**config.mk**
```make
export PLATFORM = sky130hd
export DESIGN_NAME = hpsc_top
export DESIGN_NICKNAME = d
export VERILOG_FILES = /design/src/hpsc_sync.v /design/src/hpsc_top.v
export VERILOG_INCLUDE_DIRS = /design/src
export SDC_FILE = /design/constraint.sdc
export NUM_CORES = 1
export LEC_CHECK = 0
export BUFFER_PORTS_ARGS = -buffer_cell sky130_fd_sc_hd__buf_2
export CAP_MARGIN = 20
export CORE_UTILIZATION = 51
export DETAILED_ROUTE_END_ITERATION = 10
export PLACE_DENSITY = 0.94
export SETUP_SLACK_MARGIN = 0.02
export SLEW_MARGIN = 20
export SYNTH_ARGS = -nofsm -noshare
export SYNTH_HDL_FRONTEND = slang
export SYNTH_SLANG_ARGS = --single-unit
export TNS_END_PERCENT = 20
```
**constraint.sdc**
```tcl
create_clock -name core_clk -period 4 [get_ports core_clk]
set_input_delay 0.4 -clock core_clk [delete_from_list [all_inputs] [get_ports core_clk]]
set_output_delay 0.4 -clock core_clk [all_outputs]
set_load 0.02 [all_outputs]
```
**src/hpsc_map.vh**
```
/*
 Register map, field positions, reset values and counts of the hot-plug slot
 control and status block. Definitions only; included by hpsc_top.v.
*/
`ifndef HPSC_MAP_VH
`define HPSC_MAP_VH

// Byte address of the shared control/status word
`define HPSC_ADDR_W 12
`define HPSC_SLOT_ADDR 12'h0D8

// Control half-word, bits 15:0
`define HPSC_C_ABP 0
`define HPSC_C_PFD 1
`define HPSC_C_PDC 3
`define HPSC_C_CCI 4
`define HPSC_C_HPI 5
`define HPSC_C_AIL 6
`define HPSC_C_AIH 7
`define HPSC_C_PIL 8
`define HPSC_C_PIH 9
`define HPSC_C_PCC 10
`define HPSC_C_DLC 12
`define HPSC_CTL_RST 16'h03C0
`define HPSC_CTL_WMASK 16'h17FB

// Status half-word, bits 31:16
`define HPSC_S_ABP 16
`define HPSC_S_PFD 17
`define HPSC_S_MRLC 18
`define HPSC_S_PDC 19
`define HPSC_S_CC 20
`define HPSC_S_MRLS 21
`define HPSC_S_PDS 22
`define HPSC_S_DLC 24
`define HPSC_DLC_RST 1'h1

// Indicator encodings
`define HPSC_IND_RSVD 2'h0
`define HPSC_IND_ON 2'h1
`define HPSC_IND_BLINK 2'h2
`define HPSC_IND_OFF 2'h3

// Synchronised pin inputs: index of each in the sync vector
`define HPSC_NSYNC 7
`define HPSC_I_BTN 0
`define HPSC_I_PFLT 1
`define HPSC_I_LATCH 2
`define HPSC_I_PRES 3
`define HPSC_I_STRAP 4
`define HPSC_I_SLOT 5
`define HPSC_I_CACK 6

// Cycles after reset release before the strap is taken (sync latency)
`define HPSC_STRAP_WAIT 2'h2

`endif

```
**src/hpsc_sync.v**
```verilog
/*
 Two flip-flop synchroniser for a vector of independent level inputs.
 Assumes each bit is a slow level; multi-bit coherence is not kept.
*/
`default_nettype none

module hpsc_sync #(
    parameter W = 1
) (
    // Clock and reset
    input wire core_clk,
    input wire rst_n,
    // Levels
    input wire [W-1:0] async_in,
    output wire [W-1:0] sync_out
);

    genvar i;
    generate
        for (i = 0; i < W; i = i + 1) begin : g_bit
            reg meta_q;
            reg sync_q;
            // First stage is read only by the second stage
            always @(posedge core_clk or negedge rst_n) begin
                if (!rst_n) begin
                    meta_q <= 1'b0;
                    sync_q <= 1'b0;
                end else begin
                    meta_q <= async_in[i];
                    sync_q <= meta_q;
                end
            end
            assign sync_out[i] = sync_q;
        end
    endgenerate

endmodule

`default_nettype wire

```
**src/hpsc_top.v**
```verilog
/*
 Hot-plug slot control and status register word for one downstream port,
 reached over APB, with slot sensor inputs, indicator and power outputs,
 indicator message pulses and hot-plug interrupt / wakeup levels.
 Assumes slot pins are asynchronous, link_active comes from core_clk logic,
 and the message sender accepts a one-cycle pulse each clock.
*/
`include "hpsc_map.vh"
`default_nettype none

module hpsc_top (
    // Clock and reset
    input wire core_clk,
    input wire resetn,
    // APB slave
    input wire psel,
    input wire penable,
    input wire pwrite,
    input wire [`HPSC_ADDR_W-1:0] paddr,
    input wire [31:0] pwdata,
    input wire [3:0] pstrb,
    output reg pready,
    output reg [31:0] prdata,
    output reg pslverr,
    // Slot sensors
    input wire attn_button,
    input wire power_fault,
    input wire latch_open,
    input wire card_present,
    input wire presence_strap,
    input wire slot_implemented,
    input wire cmd_ack,
    // Link state
    input wire link_active,
    // Slot outputs
    output wire [1:0] attn_ind,
    output wire [1:0] pwr_ind,
    output wire slot_power_off,
    // Indicator messages
    output reg attn_msg_valid,
    output reg [1:0] attn_msg_code,
    output reg pwr_msg_valid,
    output reg [1:0] pwr_msg_code,
    // Notification
    output reg hp_irq,
    output reg hp_wake
);

    // Reset release through two flops
    reg rst_meta_q;
    reg rst_n_q;
    always @(posedge core_clk or negedge resetn) begin
        if (!resetn) begin
            rst_meta_q <= 1'b0;
            rst_n_q <= 1'b0;
        end else begin
            rst_meta_q <= 1'b1;
            rst_n_q <= rst_meta_q;
        end
    end

    // Pin synchronisers
    wire [`HPSC_NSYNC-1:0] pin_raw;
    wire [`HPSC_NSYNC-1:0] pin_s;
    assign pin_raw = {cmd_ack, slot_implemented, presence_strap, card_present,
                      latch_open, power_fault, attn_button};

    hpsc_sync #(
        .W(`HPSC_NSYNC)
    ) u_sync (
        .core_clk(core_clk),
        .rst_n(rst_n_q),
        .async_in(pin_raw),
        .sync_out(pin_s)
    );

    wire btn_s = pin_s[`HPSC_I_BTN];
    wire pflt_s = pin_s[`HPSC_I_PFLT];
    wire latch_s = pin_s[`HPSC_I_LATCH];
    wire pres_s = pin_s[`HPSC_I_PRES];
    wire strap_s = pin_s[`HPSC_I_STRAP];
    wire slot_s = pin_s[`HPSC_I_SLOT];
    wire cack_s = pin_s[`HPSC_I_CACK];

    // Previous values for edge detection, taken after the sync stage except link_prev_q, which samples link_active directly
    reg btn_prev_q;
    reg pflt_prev_q;
    reg latch_prev_q;
    reg cack_prev_q;
    reg link_prev_q;

    // Strap is taken once the synchroniser has filled
    reg [1:0] init_cnt_q;
    reg init_done_q;
    reg pres_state_q;

    // Registers
    reg [15:0] ctl_q;
    reg st_abp_q;
    reg st_pfd_q;
    reg st_mrlc_q;
    reg st_pdc_q;
    reg st_cc_q;
    reg st_dlc_q;
    reg cmd_busy_q;

    // APB decode
    wire setup = psel & ~penable;
    wire wr_fire = psel & penable & pready & pwrite;
    wire hit = (paddr == `HPSC_SLOT_ADDR);
    wire wr_ok = wr_fire & hit & ~pslverr;
    wire wr_lo = wr_ok & pstrb[0];
    wire wr_hi = wr_ok & pstrb[1];
    wire wr_ctl = wr_lo | wr_hi;

    // Write-one-to-clear strobes per status bit, except MRLC, which has none
    wire clr_abp = wr_ok & pstrb[2] & pwdata[`HPSC_S_ABP];
    wire clr_pfd = wr_ok & pstrb[2] & pwdata[`HPSC_S_PFD];
    wire clr_pdc = wr_ok & pstrb[2] & pwdata[`HPSC_S_PDC];
    wire clr_cc = wr_ok & pstrb[2] & pwdata[`HPSC_S_CC];
    wire clr_dlc = wr_ok & pstrb[3] & pwdata[`HPSC_S_DLC];

    // Events
    wire ev_btn = btn_s & ~btn_prev_q;
    wire ev_pflt = pflt_s & ~pflt_prev_q;
    wire ev_latch = init_done_q & (latch_s ^ latch_prev_q);
    wire pres_next = init_done_q ? pres_s : pres_state_q;
    wire ev_pres = init_done_q & (pres_next ^ pres_state_q);
    wire ev_cmd = cmd_busy_q & cack_s & ~cack_prev_q;
    wire ev_link = link_active ^ link_prev_q;

    // Presence as software sees it
    wire pres_read = slot_s ? pres_state_q : 1'b1;

    // Control word next value, honouring byte strobes
    reg [15:0] ctl_d;
    reg [15:0] wmask;
    always @* begin
        wmask = {{8{pstrb[1]}}, {8{pstrb[0]}}} & `HPSC_CTL_WMASK;
        ctl_d = ctl_q;
        if (wr_ctl) begin
            ctl_d = (ctl_q & ~wmask) | (pwdata[15:0] & wmask);
        end
    end

    // Read word assembled from live state
    reg [31:0] rd_word;
    always @* begin
        rd_word = 32'h0000_0000;
        rd_word[15:0] = ctl_q & `HPSC_CTL_WMASK;
        rd_word[`HPSC_S_ABP] = st_abp_q;
        rd_word[`HPSC_S_PFD] = st_pfd_q;
        rd_word[`HPSC_S_MRLC] = st_mrlc_q;
        rd_word[`HPSC_S_PDC] = st_pdc_q;
        rd_word[`HPSC_S_CC] = st_cc_q;
        rd_word[`HPSC_S_MRLS] = latch_prev_q;
        rd_word[`HPSC_S_PDS] = pres_read;
        rd_word[`HPSC_S_DLC] = st_dlc_q;
    end

    // APB answer: one access cycle, data and error prepared during setup
    always @(posedge core_clk or negedge rst_n_q) begin
        if (!rst_n_q) begin
            pready <= 1'b0;
            prdata <= 32'h0000_0000;
            pslverr <= 1'b0;
        end else begin
            pready <= setup;
            if (setup) begin
                prdata <= (hit && !pwrite) ? rd_word : 32'h0000_0000;
                pslverr <= ~hit;
            end else if (pready) begin
                pslverr <= 1'b0;
            end
        end
    end

    // Edge history and presence tracking
    always @(posedge core_clk or negedge rst_n_q) begin
        if (!rst_n_q) begin
            btn_prev_q <= 1'b0;
            pflt_prev_q <= 1'b0;
            latch_prev_q <= 1'b0;
            cack_prev_q <= 1'b0;
            link_prev_q <= 1'b0;
            init_cnt_q <= 2'h0;
            init_done_q <= 1'b0;
            pres_state_q <= 1'b0;
        end else begin
            btn_prev_q <= btn_s;
            pflt_prev_q <= pflt_s;
            latch_prev_q <= latch_s;
            cack_prev_q <= cack_s;
            link_prev_q <= link_active;
            if (!init_done_q) begin
                // Strap level is only trusted after it passed both sync flops
                if (init_cnt_q == `HPSC_STRAP_WAIT) begin
                    init_done_q <= 1'b1;
                    pres_state_q <= ~strap_s;
                end else begin
                    init_cnt_q <= init_cnt_q + 2'h1;
                end
            end else begin
                pres_state_q <= pres_next;
            end
        end
    end

    // Control register
    always @(posedge core_clk or negedge rst_n_q) begin
        if (!rst_n_q) begin
            ctl_q <= `HPSC_CTL_RST;
        end else begin
            ctl_q <= ctl_d;
        end
    end

    assign attn_ind = ctl_q[`HPSC_C_AIH:`HPSC_C_AIL];
    assign pwr_ind = ctl_q[`HPSC_C_PIH:`HPSC_C_PIL];
    assign slot_power_off = ctl_q[`HPSC_C_PCC];

    // Indicator messages carry the value just written, reserved code included
    always @(posedge core_clk or negedge rst_n_q) begin
        if (!rst_n_q) begin
            attn_msg_valid <= 1'b0;
            attn_msg_code <= `HPSC_IND_OFF;
            pwr_msg_valid <= 1'b0;
            pwr_msg_code <= `HPSC_IND_OFF;
        end else begin
            attn_msg_valid <= wr_lo;
            pwr_msg_valid <= wr_hi;
            if (wr_lo) begin
                attn_msg_code <= pwdata[`HPSC_C_AIH:`HPSC_C_AIL];
            end
            if (wr_hi) begin
                pwr_msg_code <= pwdata[`HPSC_C_PIH:`HPSC_C_PIL];
            end
        end
    end

    // Status flags: a set in the clearing cycle wins
    always @(posedge core_clk or negedge rst_n_q) begin
        if (!rst_n_q) begin
            st_abp_q <= 1'b0;
            st_pfd_q <= 1'b0;
            st_mrlc_q <= 1'b0;
            st_pdc_q <= 1'b0;
            st_cc_q <= 1'b0;
            st_dlc_q <= `HPSC_DLC_RST;
            cmd_busy_q <= 1'b0;
        end else begin
            st_abp_q <= (st_abp_q & ~clr_abp) | ev_btn;
            st_pfd_q <= (st_pfd_q & ~clr_pfd) | ev_pflt;
            st_mrlc_q <= st_mrlc_q | ev_latch;
            st_pdc_q <= (st_pdc_q & ~clr_pdc) | ev_pres;
            st_cc_q <= (st_cc_q & ~clr_cc) | ev_cmd;
            st_dlc_q <= (st_dlc_q & ~clr_dlc) | ev_link;
            // A control write is a command; the slot's ack completes it
            if (wr_ctl) begin
                cmd_busy_q <= 1'b1;
            end else if (ev_cmd) begin
                cmd_busy_q <= 1'b0;
            end
        end
    end

    // Notification
    wire en_abp = st_abp_q & ctl_q[`HPSC_C_ABP];
    wire en_pfd = st_pfd_q & ctl_q[`HPSC_C_PFD];
    wire en_pdc = st_pdc_q & ctl_q[`HPSC_C_PDC];
    wire en_cc = st_cc_q & ctl_q[`HPSC_C_CCI];
    wire en_dlc = st_dlc_q & ctl_q[`HPSC_C_DLC];
    wire any_en = en_abp | en_pfd | en_pdc | en_cc | en_dlc;

    always @(posedge core_clk or negedge rst_n_q) begin
        if (!rst_n_q) begin
            hp_irq <= 1'b0;
            hp_wake <= 1'b0;
        end else begin
            hp_irq <= ctl_q[`HPSC_C_HPI] & any_en;
            // Wake does not need the master enable; command completion never wakes
            hp_wake <= en_abp | en_pfd | en_pdc | en_dlc;
        end
    end

endmodule

`default_nettype wire

```
; After elaboration in Yosys (flattened, before gate mapping)
; Cells that the tools add are included.
[op_classes]
addsub = 1
eq_ne = 2
muxes = 11
bitwise_logic = 65
n_reduce_logical = 6
[op_table]
columns = cell, count
row1 = bitwise AND 1 bit, 32
row2 = two-way mux 25 bit, 1
row3 = bitwise AND 16 x 13 -> 16 bit, 1
row4 = bitwise AND 16 bit, 1
row5 = inverter 13 -> 16 bit, 1
row6 = OR 16 bit, 1
row7 = inverter 1 bit, 14
row8 = equality test 12 x 8 -> 1 bit (second input constant), 1
row9 = OR 1 bit, 12
row10 = two-way mux 1 bit, 10
row11 = nonzero test 2 bit, 3
row12 = bitwise XOR 1 bit, 3
row13 = adder 2 x 1 -> 2 bit (second input constant), 1
row14 = equality test 2 bit (second input constant), 1
row15 = AND reduction 2 bit, 1
row16 = logical AND 1 bit, 1
row17 = logical NOT 1 bit, 1
[totals]
word_cells = 126
ff_bits = 90
output_inout_bits = 47
input_bits = 61

; Longest topological paths before layout
; Gate-level depths: netlist of the first run.
[depth]
word_depth = 10
mapped_depth = 6

; Modules after synthesis
; From an unflattened synthesis of the first run, not the netlist that was laid out.
[hier_totals]
cells_unflattened = 189
area_unflattened_um2 = 2795.2
[by_module_without_submodules]
columns = module, area_each_um2, seq_area_each_um2, cells_per_inst, instances
row1 = hpsc_top, 2392.3, 1462.7, 168, 1
row2 = hpsc_sync, 402.9, 350.3, 21, 1

; Least setup slack after synthesis of the first run
; Ideal clock, no wire load.
[synth_timing]
path_type = input to register
from = input port paddr[10]
to = register (tool-made name)
stages = 5
t_required_ns = 3.875
slack_ns = 2.475
n_path_buf = 1
t_arrival_ns = 1.400
setup_ns = 0.125
cell_sequence = nor4_1 > and3_1 > buf_4 > nand3_4 > mux2_2
[synth_rtl]
columns = element, line
row1 = "start, declared", hpsc_top.v:19  ; input wire [`HPSC_ADDR_W-1:0] paddr,

; Worst setup path after layout of the first run
[layout_timing]
from = input port paddr[9]
to = register prdata[10]
[layout_via]
elab_chain_len = 3
[layout_lines]
columns = element, line
row1 = equality test 12 x 8 -> 1 bit (no line), --
row2 = logical AND 1 bit, hpsc_top.v:170  ; prdata <= (hit && !pwrite) ? rd_word : 32'h0000_0000;
row3 = two-way mux 25 bit, hpsc_top.v:170
row4 = "end signal, assigned", hpsc_top.v:170
row5 = "end, declared", hpsc_top.v:23  ; output reg [31:0] prdata,
; Every way passes these cells.
; A chain may end at the register's enable or synchronous reset.

==> results of run 1 <==
## final timing paths
kind / startpoint / endpoint / slack [ns] / depth (start not counted)
max: paddr[9] / prdata[10] / 1.84 / 5
min: presence_strap / u_sync.g_bit[4].meta_q / 0.17 / 1
max reg2reg: pready / register / 2.42 / 4
min reg2reg: u_sync.g_bit[1].meta_q / u_sync.g_bit[1].sync_q / 0.35 / 0
max in group asynchronous: rst_n_q / attn_msg_valid / 2.72 / 1
min in group asynchronous: resetn / rst_n_q / 0.38 / 2
## report_power, final
| part | internal (mW) | leakage, nW | switching (mW) |
|---|---|---|---|
| sequential | 0.741 | 0.887 | 0.0131 |
| clock | 0.365 | 0.112 | 0.253 |
| combinational | 0.0219 | 0.726 | 0.0350 |
| total | 1.13 | 1.72 | 0.301 |
## layout make-up
class | instances | area, sq um | area share
repair buffers | 80 | 408 | 0.124
clock buffers | 10 | 138 | 0.0420
flip-flops and latches | 72 | 1810 | 0.553
clock inverters | 6 | 82.6 | 0.0252
inverters | 6 | 22.5 | 0.00687
multi-input cells | 93 | 727 | 0.222
well taps | 70 | 87.6 | 0.0267
## through the flow
| step | total power [mW] | hold WS, ns | std cells | utilization | setup WS [ns] |
|---|---|---|---|---|---|
| final | 1.43 | 0.171 | 337 | 0.646 | 1.84 |
| after detailed placement | 0.825 | 0.188 | 320 | 0.601 | 1.49 |
| after CTS | 1.45 | 0.154 | 337 | 0.646 | 1.84 |
| after global routing | 1.49 | 0.146 | 337 | 0.646 | 1.73 |
| after global placement | 0.822 | 0.185 | 320 | 0.601 | 1.53 |
| after floorplan | 0.802 | 0.104 | 194 | - | 1.86 |
## worst max-delay path: cells and delay by family
family,cells,cell delay [ns]
AOI/OAI and AO/OA,1,0.24
buffers and inverters,1,0.10
and+or+nand+nor,3,1.67
## per-layer routing
metal	track usage	part of all wire
met3	0.0556	0.058
met2	0.306	0.49
met5	0	0
met4	0.107	0.016
met1	0.255	0.43
## cell usage in the layout, fill, tap and decap left out, types with 2 or more instances in the layout
cell       count
nand2_1        4
a22o_1        22
buf_2         78
o21ai_0        5
dfrtp_1       62
clkbuf_8      10
clkinv_2       3
xor2_1         3
dfstp_2        9
and3_1         3
mux2_2        15
nor4bb_1       2
nand3_4        2
nand4_1        6
a21o_1         2
conb_1        14
bufinv_16      2
nand2b_1       2
inv_1          6
a22oi_1        2
## cell families after synthesis
logic type	after synthesis	synth area share
adder cells (fa/ha/maj)	1	0.00467
XOR/XNOR	4	0.0131
flip-flops	72	0.677
multiplexers	15	0.0631
buffers and inverters	29	0.0687
AND/OR/NAND/NOR	26	0.0729
other	2	0.00280
AO/OA/AOI/OAI	33	0.0981
## synthesized netlist by cell type (2+ instances only)
master | n | area [sq um]
o21ai_0 | 5 | 25.0
and3_1 | 3 | 18.8
nand3_4 | 2 | 35.0
dfstp_2 | 9 | 236
nand4_1 | 6 | 37.5
a22oi_1 | 2 | 15.0
a21o_1 | 2 | 15.0
inv_1 | 6 | 22.5
nand2_1 | 4 | 15.0
mux2_2 | 15 | 169
nand2b_1 | 2 | 12.5
dfrtp_1 | 63 | 1580
nor4bb_1 | 2 | 20.0
a22o_1 | 22 | 193
clkbuf_1 | 4 | 15.0
xor2_1 | 3 | 26.3
buf_4 | 18 | 135
conb_1 | 2 | 7.51
==> flow_summary.json, run 1 <==
{
  "h-tree-depth": 3,
  "clock_path_buffers": 2,
  "place_area_sq_um": 3050,
  "area_delta_synth_final_pct": 22.4,
  "clk_pin_slew_ns": 0.07,
  "viasPerCell": 4.88,
  "status": "finished, violations left",
  "cp_max_fo": 19,
  "rsz0062_at_grt": "false",
  "fmax_mhz": 462,
  "drc": 1,
  "die_h_microns": 74.5,
  "cts.sinks": 72,
  "drv_slew": 0,
  "startpoint_type": "input pin",
  "yosysSeqAreaShare": 0.677,
  "synth-seq-cells": 72,
  "globalplace.congestion": 0.727,
  "fin_crit_sh": 0.541,
  "cts_hold_buffers": 1,
  "final.setup.tns_ns": 0,
  "power_per_cell_area_nw_per_um2": 436,
  "worstMarginPinSlew_ns": 1.03,
  "relSlewSlack": 0.313,
  "post-cts-setup-buffer-count": 0,
  "drt_iter0_drc": 68,
  "setup_viol_count_final": 0,
  "ir_drop_mv": 0.239,
  "io_buffers": 78,
  "design_area_sq_um": 3280,
  "routed_wl_mm": 4.86,
  "worstPathRequired_ns": 4.26,
  "grt_pass1_vias": 1579,
  "syn_area_per_cell_sq_um": 14.7,
  "num-fill-cells": 400,
  "violations": "design-rule violations",
  "dieArea_sq_um": 5550,
  "fp.coreArea_sq_um": 5070,
  "cts_tree": "done",
  "synth_cell_type_count": 30,
  "row_count": 26,
  "first_pass_iters": 7,
  "async_reset_ff_frac": 1.00,
  "grt.overflow.total": 0,
  "arrival_ns": 2.42,
  "nets": 324,
  "vias": 1645,
  "grt_pass1_wl_mm": 7.65,
  "crit_type": "in2reg",
  "hpwl_mm": 3.41,
  "hold_violations": 0,
  "synth_cells": 182,
  "yosys_most_used_dff": "dfrtp_1",
  "timing.final.crit_period_ns": 2.16,
  "cts_resized": 0,
  "maxCapViolations": 0,
  "netlist_area_sq_um": 2680,
  "diodes": 0,
  "cts_made_buffers": 9,
  "synth_warnings": 0,
  "p_leak_nw": 1.72,
  "wire_per_inst_microns": 14.4,
  "slowest_stage": "nor3b_4",
  "layout-drive-gt1-share": 0.468,
  "die-width_microns": 74.5,
  "drtAntennaViolNets": 0,
  "clock_skew_ns": 0.00509,
  "track_usage": 0.198,
  "crit_chain": "buf_2 > nor4bb_1 > and3_1 > nor3b_4 > a22o_1",
  "cts_root_buf": "clkbuf_8",
  "start_util": 0.528,
  "clock_latency_ns": 0.33,
  "antenna_found_initial": 0,
  "hold_class": "in2reg",
  "pin_count": 108,
  "grt_start_max_net_pins": 42,
  "synth_edf_count": 0,
  "max_stage_delay_ns": 0.85,
  "critPathCaptureType": "register"
}
No activity file was read; power rests on OpenSTA's default activity.
==> inputs of run 2 (changes only) <==
--- a/config.mk
+++ b/config.mk
@@ -6,11 +6,12 @@
 export SDC_FILE = /design/constraint.sdc
 export NUM_CORES = 1
 export LEC_CHECK = 0
+export ABC_AREA = 1
 export BUFFER_PORTS_ARGS = -buffer_cell sky130_fd_sc_hd__buf_2
 export CAP_MARGIN = 20
-export CORE_UTILIZATION = 51
+export CORE_UTILIZATION = 49
 export DETAILED_ROUTE_END_ITERATION = 10
-export PLACE_DENSITY = 0.94
+export PLACE_DENSITY = 0.9
 export SETUP_SLACK_MARGIN = 0.02
 export SLEW_MARGIN = 20
 export SYNTH_ARGS = -nofsm -noshare
==> constraint.sdc (replaced) <==
create_clock -name core_clk -period 2.1 [get_ports core_clk]
set_input_delay 0.21 -clock core_clk [delete_from_list [all_inputs] [get_ports core_clk]]
set_output_delay 0.21 -clock core_clk [all_outputs]
set_load 0.02 [all_outputs]
==> run 2 against run 1 <==
Effect of this change:
- final cell count increased by 36%
- cell area increased by 7.4%
- register-to-register slack got worse by 2.0 ns
- area after synthesis increased by 7.4%
- synthesized cell count increased by 61%
- clock-buffer cell count increased by 5
- total power increased by 75%
- the run now ends clean
- via count increased by 36%
- sequential share of layout area decreased by 3.8 points
- setup slack got worse by 1.4 ns
- worst hold slack got worse by 0.077 ns
- critical path depth increased by 1
==> flow_summary.json, run 2 <==
{
  "multi_input_area_sq_um": 851,
  "synth_warnings": 0,
  "synth_area_leader_cell": "dfrtp_1",
  "rsz0062_at_grt": "false",
  "clock_latency_ns": 0.33,
  "drc": 0,
  "status": "finished clean",
  "comb_power_share": 0.062,
  "synth.area.top_cells": "dfrtp_1 55%, nand2_1 14%, dfstp_2 8.2%",
  "row_count": 27,
  "h-tree-depth": 3,
  "routed_wl_mm": 6.05,
  "switching_share": 0.225,
  "viasPerCell": 4.87,
  "grt_pass1_wl_mm": 9.74,
  "max_stage_delay_ns": 0.49,
  "p_leak_nw": 1.99,
  "synth-seq-cells": 72,
  "startpoint_type": "register",
  "final_cell_mix": "104 x nand2_1, 78 x buf_2, 62 x dfrtp_1",
  "p_switching_mw": 0.562,
  "die-width_microns": 78.6,
  "design_area_sq_um": 3520,
  "layout-drive-gt1-share": 0.295,
  "cp-startpoint": "pslverr",
  "grt_pass1_vias": 2207,
  "r2r_slack_ns": 0.41,
  "timing.final.crit_period_ns": 1.69,
  "drt_iter0_drc": 127,
  "worstRegToRegCells": 6,
  "final_common_cell": "nand2_1",
  "grt.overflow.total": 0,
  "crit_type": "reg2reg",
  "area_delta_synth_final_pct": 22.4,
  "netlist.area_leader.share": 0.548,
  "die_h_microns": 78.6,
  "synthTopCellsByCount": "104 x nand2_1, 63 x dfrtp_1, 23 x inv_1",
  "io_buffers": 78,
  "num-fill-cells": 467,
  "hold_class": "in2reg",
  "cts_made_buffers": 9,
  "track_usage": 0.214,
  "p_seq_frac": 0.574,
  "cp_max_fo": 11,
  "whs_ns": 0.0936,
  "netlist_area_sq_um": 2880,
  "wire_per_inst_microns": 13.2,
  "clk_pin_slew_ns": 0.07,
  "post-synth-top-count-cell": "nand2_1",
  "synth_cells": 293,
  "drtAntennaViolNets": 0,
  "cp.depth": 6,
  "pin_count": 108,
  "utilization": 0.632,
  "drv_slew": 0,
  "dieArea_sq_um": 6180,
  "maxCapViolations": 0,
  "worstPathRequired_ns": 2.32,
  "synth_cell_type_count": 30,
  "fin_crit_sh": 0.805,
  "worstMarginPinSlew_ns": 0.612,
  "start_util": 0.516,
  "crit_chain": "inv_1 > nand3_1 > nor2_2 > nand4_1 > nand2_1 > nand2_1",
  "path_delay_family": "simple AND/OR/NAND/NOR gates",
  "final.setup.tns_ns": 0,
  "post-cts-setup-buffer-count": 0,
  "relSlewSlack": 0.592,
  "grt_start_max_net_pins": 45,
  "power_per_cell_area_nw_per_um2": 709,
  "syn_area_per_cell_sq_um": 9.82,
  "ir_drop_mv": 0.498,
  "fp.coreArea_sq_um": 5570,
  "yosysSeqAreaShare": 0.630,
  "clock_skew_ns": 0.00616,
  "critPathCaptureType": "register",
  "clock_path_buffers": 2,
  "async_reset_ff_frac": 1.00,
  "crit_buf_inv": 1,
  "arrival_ns": 1.91,
  "slowest_stage": "nand4_1",
  "clock_power_share": 0.364,
  "cts_tree": "done",
  "hold_violations": 0,
  "yosys_most_used_dff": "dfrtp_1",
  "nets": 444,
  "cts_root_buf": "clkbuf_8",
  "p_int_mw": 1.93,
  "register_area_sq_um": 1810,
  "first_pass_iters": 5,
  "fmax_mhz": 591,
  "cts.sinks": 72,
  "hpwl_mm": 4.34,
  "synth_edf_count": 0,
  "diodes": 0,
  "setup_viol_count_final": 0,
  "vias": 2235,
  "worstReg2RegStart": "pslverr",
  "globalplace.congestion": 0.842,
  "total_power_mw": 2.50,
  "place_area_sq_um": 3270,
  "cpMostUsedCell": "nand2_1",
  "antenna_found_initial": 0
}
run 2: cell types whose count changed in the layout (fill, tap and decap cells not counted), moves of 15 or more:
cell | before | now
nand2_1 | 4 | 104
nand3_1 | 1 | 21
inv_1 | 6 | 23
mux2_2 | 15 | 0
a22o_1 | 22 | 0
run 2: area by class of cell:
| type | instances | share of cell area |
|---|---|---|
| Tap cell | 72 | 0.0256 |
| Inverter | 24 | 0.0256 |
| Sequential cell | 72 | 0.515 |
| Timing Repair Buffer | 90 | 0.146 |
| Multi-Input combinational cell | 185 | 0.242 |
| Clock inverter | 1 | 0.00142 |
| Clock buffer | 15 | 0.0444 |
run 2: worst min-delay path: cells and delay by family:
family	cells	cell delay [ns]
AND/OR/NAND/NOR	2	0.12
buffers and inverters	1	0.10
run 2: cells by family after synthesis:
kind of cell               Yosys count  synth area share
AOI/OAI and AO/OA                   10            0.0204
DFF                                 72             0.630
adders and majority gates            1           0.00435
and+or+nand+nor                    158             0.247
other                                2           0.00261
xor gates and xnor gates             2           0.00609
buffers and inverters               48            0.0896
run 2: routing by layer:
metal | vias up | share of wire | track usage
met5 | - | 0 | 0
met4 | 0 | 0.022 | 0.102
met3 | 14 | 0.072 | 0.0709
met2 | 104 | 0.52 | 0.368
met1 | 1042 | 0.38 | 0.238
li1 | 1075 | - | -
run 2: repair_timing:
| action | 4_1_cts | 5_1_grt |
|---|---|---|
| setup endpoints to repair | 0 | 0 |
| endpoints found under the hold margin | 10 | 0 |
| hold buffers | 9 | 0 |
| gates resized for setup | 0 | 0 |
run 2: worst min path at each step:
| stage | from | to | slack [ns] | depth (start not counted) |
|---|---|---|---|---|
| floorplan | resetn | rst_meta_q | -0.09 | 0 |
| CTS | pwdata[8] | register | 0.09 | 3 |
| global route | pwdata[7] | register | 0.11 | 3 |
| finish | pwdata[9] | pwr_msg_code[1] | 0.09 | 3 |
| global placement | resetn | rst_meta_q | -0.003 | 1 |
| detailed placement | resetn | rst_meta_q | -0.004 | 1 |
run 2: stage by stage:
step | std cells | setup WS, ns
2_1_floorplan | 305 | 0.818
3_5_place_dp | 434 | 0.409
3_3_place_gp | 434 | 0.560
6_report | 459 | 0.409
5_1_grt | 459 | 0.261
4_1_cts | 459 | 0.409
run 2: power groups by stage:
stage | Combinational, mW | Sequential, mW | Clock [mW]
finish | 0.154 | 1.43 | 0.910
global route | 0.170 | 1.44 | 0.987
global placement | 0.137 | 1.46 | 0
floorplan | 0.0767 | 1.47 | 0
detailed placement | 0.142 | 1.46 | 0
CTS | 0.154 | 1.43 | 0.933
